### src/design/umf_map.svh
/*
 * register offsets, field positions, reset values and lookup constants
 * for the uart modem status and feature control block.
 * assumes a classic wishbone slave with 32-bit data, byte addresses.
 */
// Contract
// cd, dsr, cts change flags set on change
// ring change flag set on low-to-high only
// any change flag plus enable raises interrupt
// status read clears all four change flags
// status address writes go to control register
// turn-around delay 0..15 bit times
// control bits change only while enhanced enabled
// transmitter disable halts shifter, bytes stay queued
// send immediate blocked while transmitter disabled
// receiver disable finishes current char, then stops
// re-enable receiver only while line idle
// receive fifo readable whether receiver disabled
// scratch pad read/write, resets to 0xff
// tables a-c use next trigger levels
// rs485 off: interrupt on holding empty
// rs485 direction high on load, low after stop
// rs485 on: interrupt on shifter empty
// feature bit 4 selects irda rx polarity
// hysteresis bits only valid with table d
// flow stops at trig+hyst, resumes trig-hyst
// codes 0-7 give 0,4,6,8,8,16,24,32
// codes 8-15 give 40..52 then 12..36
// upper status bits are inverted modem pins
// enhanced bits latched while enhanced disabled
`ifndef UMF_MAP_SVH
`define UMF_MAP_SVH

`define UMF_ADR_STATUS 4'h0
`define UMF_ADR_SCRATCH 4'h4
`define UMF_ADR_FEATURE 4'h8
`define UMF_ADR_ENHANCE 4'hc

`define UMF_SCRATCH_RST 8'hff
`define UMF_FEATURE_RST 8'h00

`define UMF_FC_TABLE_HI 7
`define UMF_FC_TABLE_LO 6
`define UMF_FC_RS485 5
`define UMF_FC_IRDA_INV 4
`define UMF_TABLE_D 2'h3

`define UMF_CT_DELAY_HI 7
`define UMF_CT_DELAY_LO 4
`define UMF_CT_TX_DIS 3
`define UMF_CT_RX_DIS 2

`define UMF_EN_MSI 0
`define UMF_EN_ENH 1

`endif

### src/design/umf_pkg.sv
/*
 * types shared by the modem status and feature control block.
 * assumes nothing beyond a systemverilog compiler.
 */
package umf_pkg;

	typedef struct packed {
		logic cd;
		logic ri;
		logic dsr;
		logic cts;
	} umf_modem_t;

	typedef enum logic [1:0] {
		UMF_DIR_IDLE,
		UMF_DIR_SEND,
		UMF_DIR_HOLD
	} umf_dir_state_t;

endpackage

### src/design/umf_ctrl.sv
/*
 * per-channel modem status flags, turn-around and disable control,
 * scratch pad, feature control, rs485 direction and flow hysteresis.
 * assumes the transmitter, receiver, fifos and baud generator sit
 * outside on the same clock; modem and irda pins are asynchronous.
 */
`include "umf_map.svh"

module umf_ctrl (
	// clock and reset
	input wire logic clk_i,
	input wire logic rst_i,
	// wishbone slave
	input wire logic wb_cyc_i,
	input wire logic wb_stb_i,
	input wire logic wb_we_i,
	input wire logic [3:0] wb_adr_i,
	input wire logic [3:0] wb_sel_i,
	input wire logic [31:0] wb_dat_i,
	output logic [31:0] wb_dat_o,
	output logic wb_ack_o,
	// modem pins, active low, asynchronous
	input wire umf_pkg::umf_modem_t modem_n_i,
	output logic modem_irq_o,
	// transmitter side
	input wire logic bit_tick_i,
	input wire logic tsr_load_i,
	input wire logic thr_empty_i,
	input wire logic tsr_empty_i,
	input wire logic send_imm_req_i,
	output logic tx_halt_o,
	output logic send_imm_go_o,
	output logic tx_irq_o,
	output logic rs485_dir_o,
	// receiver side
	input wire logic rx_busy_i,
	input wire logic rx_pop_i,
	input wire logic irda_rx_i,
	output logic rx_start_ok_o,
	output logic rx_pop_o,
	output logic irda_rx_o,
	// flow control
	input wire logic [7:0] rx_level_i,
	input wire logic [7:0] rx_trig_i,
	input wire logic [7:0] next_up_i,
	input wire logic [7:0] next_dn_i,
	output logic flow_stop_o
);

	// hysteresis in characters for each code
	function automatic logic [7:0] hyst_chars(input logic [3:0] code);
		case (code)
			4'h0: hyst_chars = 8'h00;
			4'h1: hyst_chars = 8'h04;
			4'h2: hyst_chars = 8'h06;
			4'h3: hyst_chars = 8'h08;
			4'h4: hyst_chars = 8'h08;
			4'h5: hyst_chars = 8'h10;
			4'h6: hyst_chars = 8'h18;
			4'h7: hyst_chars = 8'h20;
			4'h8: hyst_chars = 8'h28;
			4'h9: hyst_chars = 8'h2c;
			4'ha: hyst_chars = 8'h30;
			4'hb: hyst_chars = 8'h34;
			4'hc: hyst_chars = 8'h0c;
			4'hd: hyst_chars = 8'h14;
			4'he: hyst_chars = 8'h1c;
			default: hyst_chars = 8'h24;
		endcase
	endfunction

	// address match shared by every register select
	function automatic logic adr_is(input logic [3:0] a,
		input logic [3:0] off);
		adr_is = a == off;
	endfunction

	// registers
	logic [7:0] scratch;
	logic [7:0] feature;
	logic [7:0] turn_ctrl;
	logic msi_en;
	logic enh_en;
	logic [3:0] delta;
	logic ack;
	logic [31:0] rdata;

	// modem and irda pin synchronisers
	umf_pkg::umf_modem_t modem_meta;
	umf_pkg::umf_modem_t modem_sync;
	umf_pkg::umf_modem_t modem_prev;
	logic irda_meta;
	logic irda_sync;

	// rs485 direction, receive gating and flow state
	umf_pkg::umf_dir_state_t dir_state;
	umf_pkg::umf_dir_state_t next_dir_state;
	logic [3:0] hold_cnt;
	logic [3:0] next_hold_cnt;
	logic rx_dis_eff;
	logic flow_stop;

	// bus decode
	wire req = wb_cyc_i & wb_stb_i & ~ack;
	// a write needs the low byte lane; reads ignore the lanes
	wire wr = req & wb_we_i & wb_sel_i[0];
	wire rd = req & ~wb_we_i;
	wire hit_status = adr_is(wb_adr_i, `UMF_ADR_STATUS);
	wire hit_scratch = adr_is(wb_adr_i, `UMF_ADR_SCRATCH);
	wire hit_feature = adr_is(wb_adr_i, `UMF_ADR_FEATURE);
	wire hit_enhance = adr_is(wb_adr_i, `UMF_ADR_ENHANCE);
	wire [7:0] wbyte = wb_dat_i[7:0];
	wire status_rd = rd & hit_status;

	// modem status view: inverted pins above change flags
	wire [7:0] status_val = {~modem_sync.cd, ~modem_sync.ri,
		~modem_sync.dsr, ~modem_sync.cts, delta};
	wire [7:0] enh_val = {6'h00, enh_en, msi_en};
	wire [7:0] rd_mux = hit_status ? status_val :
		hit_scratch ? scratch :
		hit_feature ? feature :
		hit_enhance ? enh_val : 8'h00;

	// change detection on synchronised pins, one slice per pin;
	// the ring pin only flags its low to high end of ringing
	logic [3:0] pin_now;
	logic [3:0] pin_was;
	logic [3:0] delta_set;
	assign pin_now = modem_sync;
	assign pin_was = modem_prev;
	genvar gi;
	generate
		for (gi = 0; gi < 4; gi++) begin : g_chg
			if (gi == 2) begin : g_ring
				assign delta_set[gi] = pin_now[gi] & ~pin_was[gi];
			end else begin : g_level
				assign delta_set[gi] = pin_now[gi] ^ pin_was[gi];
			end
		end
	endgenerate
	// a change in the clearing cycle survives the read
	wire [3:0] next_delta = delta_set |
		(status_rd ? 4'h0 : delta);

	// turn-around and disable bits locked unless enhanced enabled
	wire ctrl_wr = wr & hit_status & enh_en;
	wire [7:0] next_turn_ctrl = ctrl_wr ?
		{wbyte[7:2], 2'b00} : turn_ctrl;

	wire tx_dis = turn_ctrl[`UMF_CT_TX_DIS];
	wire rx_dis = turn_ctrl[`UMF_CT_RX_DIS];
	wire [3:0] turn_delay = turn_ctrl[`UMF_CT_DELAY_HI:`UMF_CT_DELAY_LO];
	wire rs485_on = feature[`UMF_FC_RS485];
	wire [1:0] table_sel = feature[`UMF_FC_TABLE_HI:`UMF_FC_TABLE_LO];

	// rs485 direction sequencing
	wire tx_drained = thr_empty_i & tsr_empty_i;
	always_comb begin
		next_dir_state = dir_state;
		next_hold_cnt = hold_cnt;
		unique case (dir_state)
			umf_pkg::UMF_DIR_IDLE: begin
				if (tsr_load_i) begin
					next_dir_state = umf_pkg::UMF_DIR_SEND;
				end
			end
			umf_pkg::UMF_DIR_SEND: begin
				if (tx_drained & ~tsr_load_i) begin
					next_hold_cnt = turn_delay;
					next_dir_state = (turn_delay == 4'h0) ?
						umf_pkg::UMF_DIR_IDLE : umf_pkg::UMF_DIR_HOLD;
				end
			end
			umf_pkg::UMF_DIR_HOLD: begin
				if (tsr_load_i) begin
					next_dir_state = umf_pkg::UMF_DIR_SEND;
				end else if (bit_tick_i) begin
					next_hold_cnt = hold_cnt - 4'h1;
					if (hold_cnt == 4'h1) begin
						next_dir_state = umf_pkg::UMF_DIR_IDLE;
					end
				end
			end
			default: begin
				next_dir_state = umf_pkg::UMF_DIR_IDLE;
			end
		endcase
		// direction logic is parked while the feature is off
		if (!rs485_on) begin
			next_dir_state = umf_pkg::UMF_DIR_IDLE;
		end
	end

	// transmit interrupt source follows the rs485 mode
	wire tx_irq = rs485_on ? tx_drained : thr_empty_i;

	// receiver gating: a char already running is allowed to finish
	// because the gate only follows the disable bit while rx_busy_i is low
	wire next_rx_dis_eff = rx_busy_i ? rx_dis_eff : rx_dis;

	// flow hysteresis
	// sums saturate so a large hysteresis cannot wrap past the ends
	wire table_d = table_sel == `UMF_TABLE_D;
	wire [3:0] hyst_code = feature[3:0];
	wire use_hyst = table_d & (hyst_code != 4'h0);
	wire [7:0] hyst = hyst_chars(hyst_code);
	wire [8:0] up_sum = {1'b0, rx_trig_i} + {1'b0, hyst};
	wire [7:0] up_hyst = up_sum[8] ? 8'hff : up_sum[7:0];
	wire [7:0] dn_hyst = (rx_trig_i > hyst) ? rx_trig_i - hyst : 8'h00;
	wire [7:0] stop_lvl = use_hyst ? up_hyst : next_up_i;
	wire [7:0] go_lvl = use_hyst ? dn_hyst : next_dn_i;
	wire next_flow_stop = (rx_level_i >= stop_lvl) ? 1'b1 :
		(rx_level_i <= go_lvl) ? 1'b0 : flow_stop;

	// pin synchronisers
	// no reset: the pins are sampled from the first clock on
	always_ff @(posedge clk_i) begin
		modem_meta <= modem_n_i;
		modem_sync <= modem_meta;
		irda_meta <= irda_rx_i;
		irda_sync <= irda_meta;
	end

	// one ack per request; read data holds until the next read
	always_ff @(posedge clk_i) begin
		if (rst_i) begin
			ack <= 1'b0;
			rdata <= 32'h0000_0000;
		end else begin
			ack <= req;
			if (rd) begin
				rdata <= {24'h00_0000, rd_mux};
			end
		end
	end

	// bus registers
	always_ff @(posedge clk_i) begin
		if (rst_i) begin
			scratch <= `UMF_SCRATCH_RST;
			feature <= `UMF_FEATURE_RST;
			msi_en <= 1'b0;
			enh_en <= 1'b0;
		end else begin
			if (wr & hit_scratch) begin
				scratch <= wbyte;
			end
			if (wr & hit_feature) begin
				feature <= wbyte;
			end
			if (wr & hit_enhance) begin
				msi_en <= wbyte[`UMF_EN_MSI];
				enh_en <= wbyte[`UMF_EN_ENH];
			end
		end
	end

	// modem flags and control
	always_ff @(posedge clk_i) begin
		if (rst_i) begin
			// start from the present pin level so reset flags no change
			modem_prev <= modem_sync;
			delta <= 4'h0;
			turn_ctrl <= 8'h00;
		end else begin
			modem_prev <= modem_sync;
			delta <= next_delta;
			turn_ctrl <= next_turn_ctrl;
		end
	end

	// direction state
	always_ff @(posedge clk_i) begin
		if (rst_i) begin
			dir_state <= umf_pkg::UMF_DIR_IDLE;
			hold_cnt <= 4'h0;
		end else begin
			dir_state <= next_dir_state;
			hold_cnt <= next_hold_cnt;
		end
	end

	// receive gating state
	always_ff @(posedge clk_i) begin
		if (rst_i) begin
			rx_dis_eff <= 1'b0;
		end else begin
			rx_dis_eff <= next_rx_dis_eff;
		end
	end

	// flow state
	always_ff @(posedge clk_i) begin
		if (rst_i) begin
			flow_stop <= 1'b0;
		end else begin
			flow_stop <= next_flow_stop;
		end
	end

	// registered modem and transmit outputs
	always_ff @(posedge clk_i) begin
		if (rst_i) begin
			modem_irq_o <= 1'b0;
			tx_halt_o <= 1'b0;
			send_imm_go_o <= 1'b0;
			tx_irq_o <= 1'b0;
			rs485_dir_o <= 1'b0;
		end else begin
			modem_irq_o <= msi_en & (|next_delta);
			tx_halt_o <= tx_dis;
			send_imm_go_o <= send_imm_req_i & ~tx_dis;
			tx_irq_o <= tx_irq;
			rs485_dir_o <= next_dir_state != umf_pkg::UMF_DIR_IDLE;
		end
	end

	// registered receive outputs
	always_ff @(posedge clk_i) begin
		if (rst_i) begin
			rx_start_ok_o <= 1'b0;
			rx_pop_o <= 1'b0;
			irda_rx_o <= 1'b0;
		end else begin
			rx_start_ok_o <= ~next_rx_dis_eff;
			// fifo pops are never gated by the receiver disable
			rx_pop_o <= rx_pop_i;
			irda_rx_o <= irda_sync ^ feature[`UMF_FC_IRDA_INV];
		end
	end

	// registered flow output
	always_ff @(posedge clk_i) begin
		if (rst_i) begin
			flow_stop_o <= 1'b0;
		end else begin
			flow_stop_o <= next_flow_stop;
		end
	end

	assign wb_ack_o = ack;
	assign wb_dat_o = rdata;

endmodule // umf_ctrl

### config.mk
export PLATFORM = sky130hd
export DESIGN_NAME = umf_ctrl
export DESIGN_NICKNAME = d
export VERILOG_FILES = /design/src/design/umf_pkg.sv /design/src/design/umf_ctrl.sv
export VERILOG_INCLUDE_DIRS = /design/src /design/src/design
export SDC_FILE = /design/constraint.sdc
export NUM_CORES = 1
export LEC_CHECK = 0
export BUFFER_PORTS_ARGS = -buffer_cell sky130_fd_sc_hd__buf_2
export CAP_MARGIN = 20
export CORE_MARGIN = 8
export CORE_UTILIZATION = 46
export DETAILED_ROUTE_END_ITERATION = 16
export GPL_ROUTABILITY_DRIVEN = 0
export PLACE_DENSITY = 0.85
export REMOVE_ABC_BUFFERS = 1
export SLEW_MARGIN = 20
export SYNTH_ARGS = -nofsm -noshare
export SYNTH_HDL_FRONTEND = slang
export SYNTH_SLANG_ARGS = --single-unit
### constraint.sdc
create_clock -name clk_i -period 3.5 [get_ports clk_i]
set_input_delay 0.175 -clock clk_i [delete_from_list [all_inputs] [get_ports clk_i]]
set_output_delay 0.175 -clock clk_i [all_outputs]
set_load 0.01 [all_outputs]
==> run metrics <==
status finished, final reports clean; H-tree depth 3; Ys Warns 0; clk_lat worst skew 350 ps; Worst setup SP type flop; crit path setup slack, layout 244 ps; Die Y-Extent 109 µm; share of layout cells above drive strength 1 21.4%; leak pwr 2.09 nW; Switch Pwr 0.000469 W; Avg Inst Size Synth 8.67 µm²; Hold Vio Cnt, Final 0; Synth Flop Type dfxtp_1; Worst setup EP type flop; EDFF count, synth 0; fin crit period 3260 ps; Starting Density 46.5%; combinational group share of total power 12.3%; FP Rows 34; CTS tree yes; port bufs 79; Core Area 0.00859 mm²; Total Wirelength 9900 µm; Hold Crit Class input port to flop; DRC viols 0; P&R area growth vs syn 15.8%; I/O Pins 131; Final TNS setup 0 ps; pwr/cell area 375 mW/mm²; Via Count 3518; CP Class flop to flop; initial antenna violation count 1; Sw Ratio 27.0%; Worst-Margin Slew 702 ps; TritonRoute pass-1 iters 4; GRT Total Usage 16.3%; CTS buffer count 9; Worst Path Required 3780 ps; die area 0.0119 mm²; Worst path slowest cell o41ai_1; CTS sink count 72; flops & latches, synth 72; vias in the first global route 3404; Filler cells 802; sequential-to-total area share from yosys stat 36.1%; f_max 307 MHz; Slew headroom 53.0%; cell mode on critical path ha_1; Inserted Diodes 0; CP Data Arrival Time 3530 ps; Post-Syn Area 0.00400 mm²; GRT overflow 0; max incr delay on CP 520 ps; VDD IR max 0.388 mV; drt initial violations 163; Max-Cap Viols 0; CTS resizes 0; nets 661; crit path max fanout 6; clock share of power 38.7%; Async SR Flop Fraction 0%; Final ANT Viol Nets 0; Layout Skew 3.66 ps; drt via density 5.38; Clock Tree Buf Depth 2; Syn Inst Count 461; final setup vio count 0; Internal Power 0.00127 W; Die W 109 µm; CTS clock-pin slew for the worst setup and hold paths 80 ps; Setup Fix Bufs, Post-CTS 0; largest net degree at the start of global routing 27; HPWL Detailed 7680 µm; global-route wire length before repair 15600 µm; clk root buf clkbuf_8; ordered list of cells on the worst path inv_1, ha_1, nor2b_1, o21a_1, o41ai_1, o21ai_1, a22oi_1, ha_1, nand4_1, o211ai_1, or2_2, o221ai_1; final worst path period share 93.0%; pre-CTS setup slack 302 ps; Max Slew Vio Count 0; WL/cell 15.1 µm; Synth cell types 64; Flop pwr share 48.9%; RSZ-0062 raised after global routing false
registers in the layout (all words and copies together) (netlist names), 2 cells and up:
name	flops
turn_ctrl	6
scratch	8
feature	8
wb_dat_o	8
hold_cnt	4
modem_sync	4
dir_state	2
modem_prev	4
delta	4
hyst	5
modem_meta	4
critical path: cells and delay by family (launching register included):
family	cells	cell delay, ps
AO/OA/AOI/OAI	6	1520
adder cells (fa/ha/maj)	2	590
buffers and inverters	1	100
flip-flops	1	380
AND/OR/NAND/NOR	3	590
worst paths after layout:
check	cells past startpoint	startpoint	slack, ps	to
worst max-delay path	12	hyst[2]	240	flow_stop_o
worst min-delay path	2	rx_pop_i	20	rx_pop_o
worst max register to register	12	hyst[2]	240	flow_stop_o
worst min register to register	0	modem_meta[1]	330	modem_sync[1]
cell usage in the layout, fill, tap and decap left out, drive strengths merged, types with 17 or more instances in the layout:
| cell | instances |
|---|---|
| buf | 83 |
| dfxtp | 72 |
| nor2 | 58 |
| nand2 | 34 |
| ha | 29 |
| a21oi | 24 |
| conb | 24 |
| mux2i | 20 |
| inv | 20 |
| nand3 | 19 |
| o21ai | 17 |
final cells by class:
cell class,count,area [µm²],share of cell area [%]
sequential,72,1440,31.1
timing repair buffer,88,475,10.3
clock inverter,7,80.1,1.73
multi-input combinational,351,2300,49.7
inverter,19,72.6,1.57
clock buffer,9,124,2.68
tap,108,135,2.92
stage by stage:
step,utilization (%),area [µm²],hold WS (ps),total power (W),instances
after detailed placement,50.9,4370,279,0.00107,633
after global placement,50.9,4370,278,0.00107,633
final,53.9,4630,21.4,0.00174,654
after global routing,53.9,4630,9.50,0.00181,654
after floorplan,-,3810,203,0.000981,442
after CTS,53.9,4630,1.83,0.00175,654
synth_stat cells (all sizes together), types with 10 or more instances:
master | instances | area, µm²
a21oi | 24 | 120
a22oi | 14 | 105
buf | 32 | 231
clkbuf | 10 | 37.5
dfxtp | 72 | 1440
ha | 29 | 363
inv | 18 | 67.6
mux2i | 20 | 204
nand2 | 34 | 128
nand2b | 10 | 72.6
nand3 | 19 | 95.1
nor2 | 58 | 220
nor2b | 11 | 68.8
o21ai | 17 | 85.1
power groups by stage:
stage	sequential [W]	combinational [W]	clock, W
detailed placement	0.000869	0.000206	0
global placement	0.000867	0.000198	0
CTS	0.000849	0.000212	0.000690
floorplan	0.000869	0.000112	0
finish	0.000849	0.000214	0.000672
global route	0.000851	0.000238	0.000718
cells by family after synthesis:
kind of cell	after synthesis	synth area share, %
DFF	72	36.1
adders and majority gates	31	10.1
xor gates and xnor gates	7	1.53
and+or+nand+nor	173	22.3
muxes	23	5.95
AOI/OAI and AO/OA	93	15.4
buffers and inverters	61	8.55
other	1	0.0938
what timing repair did:
action	in CTS	in global routing
setup endpoints to repair	0	0
hold buffers	5	0
hold endpoints to repair	5	0
layer usage:
| metal | track usage, % | wire length (µm) | up-vias |
|---|---|---|---|
| met4 | 8.00 | 297 | 2 |
| li1 | - | - | 1730 |
| met2 | 27.3 | 4630 | 151 |
| met1 | 19.0 | 4060 | 1610 |
| met3 | 4.43 | 899 | 25 |
| met5 | 0 | 13 | - |
(Power assumes the default switching activity.)
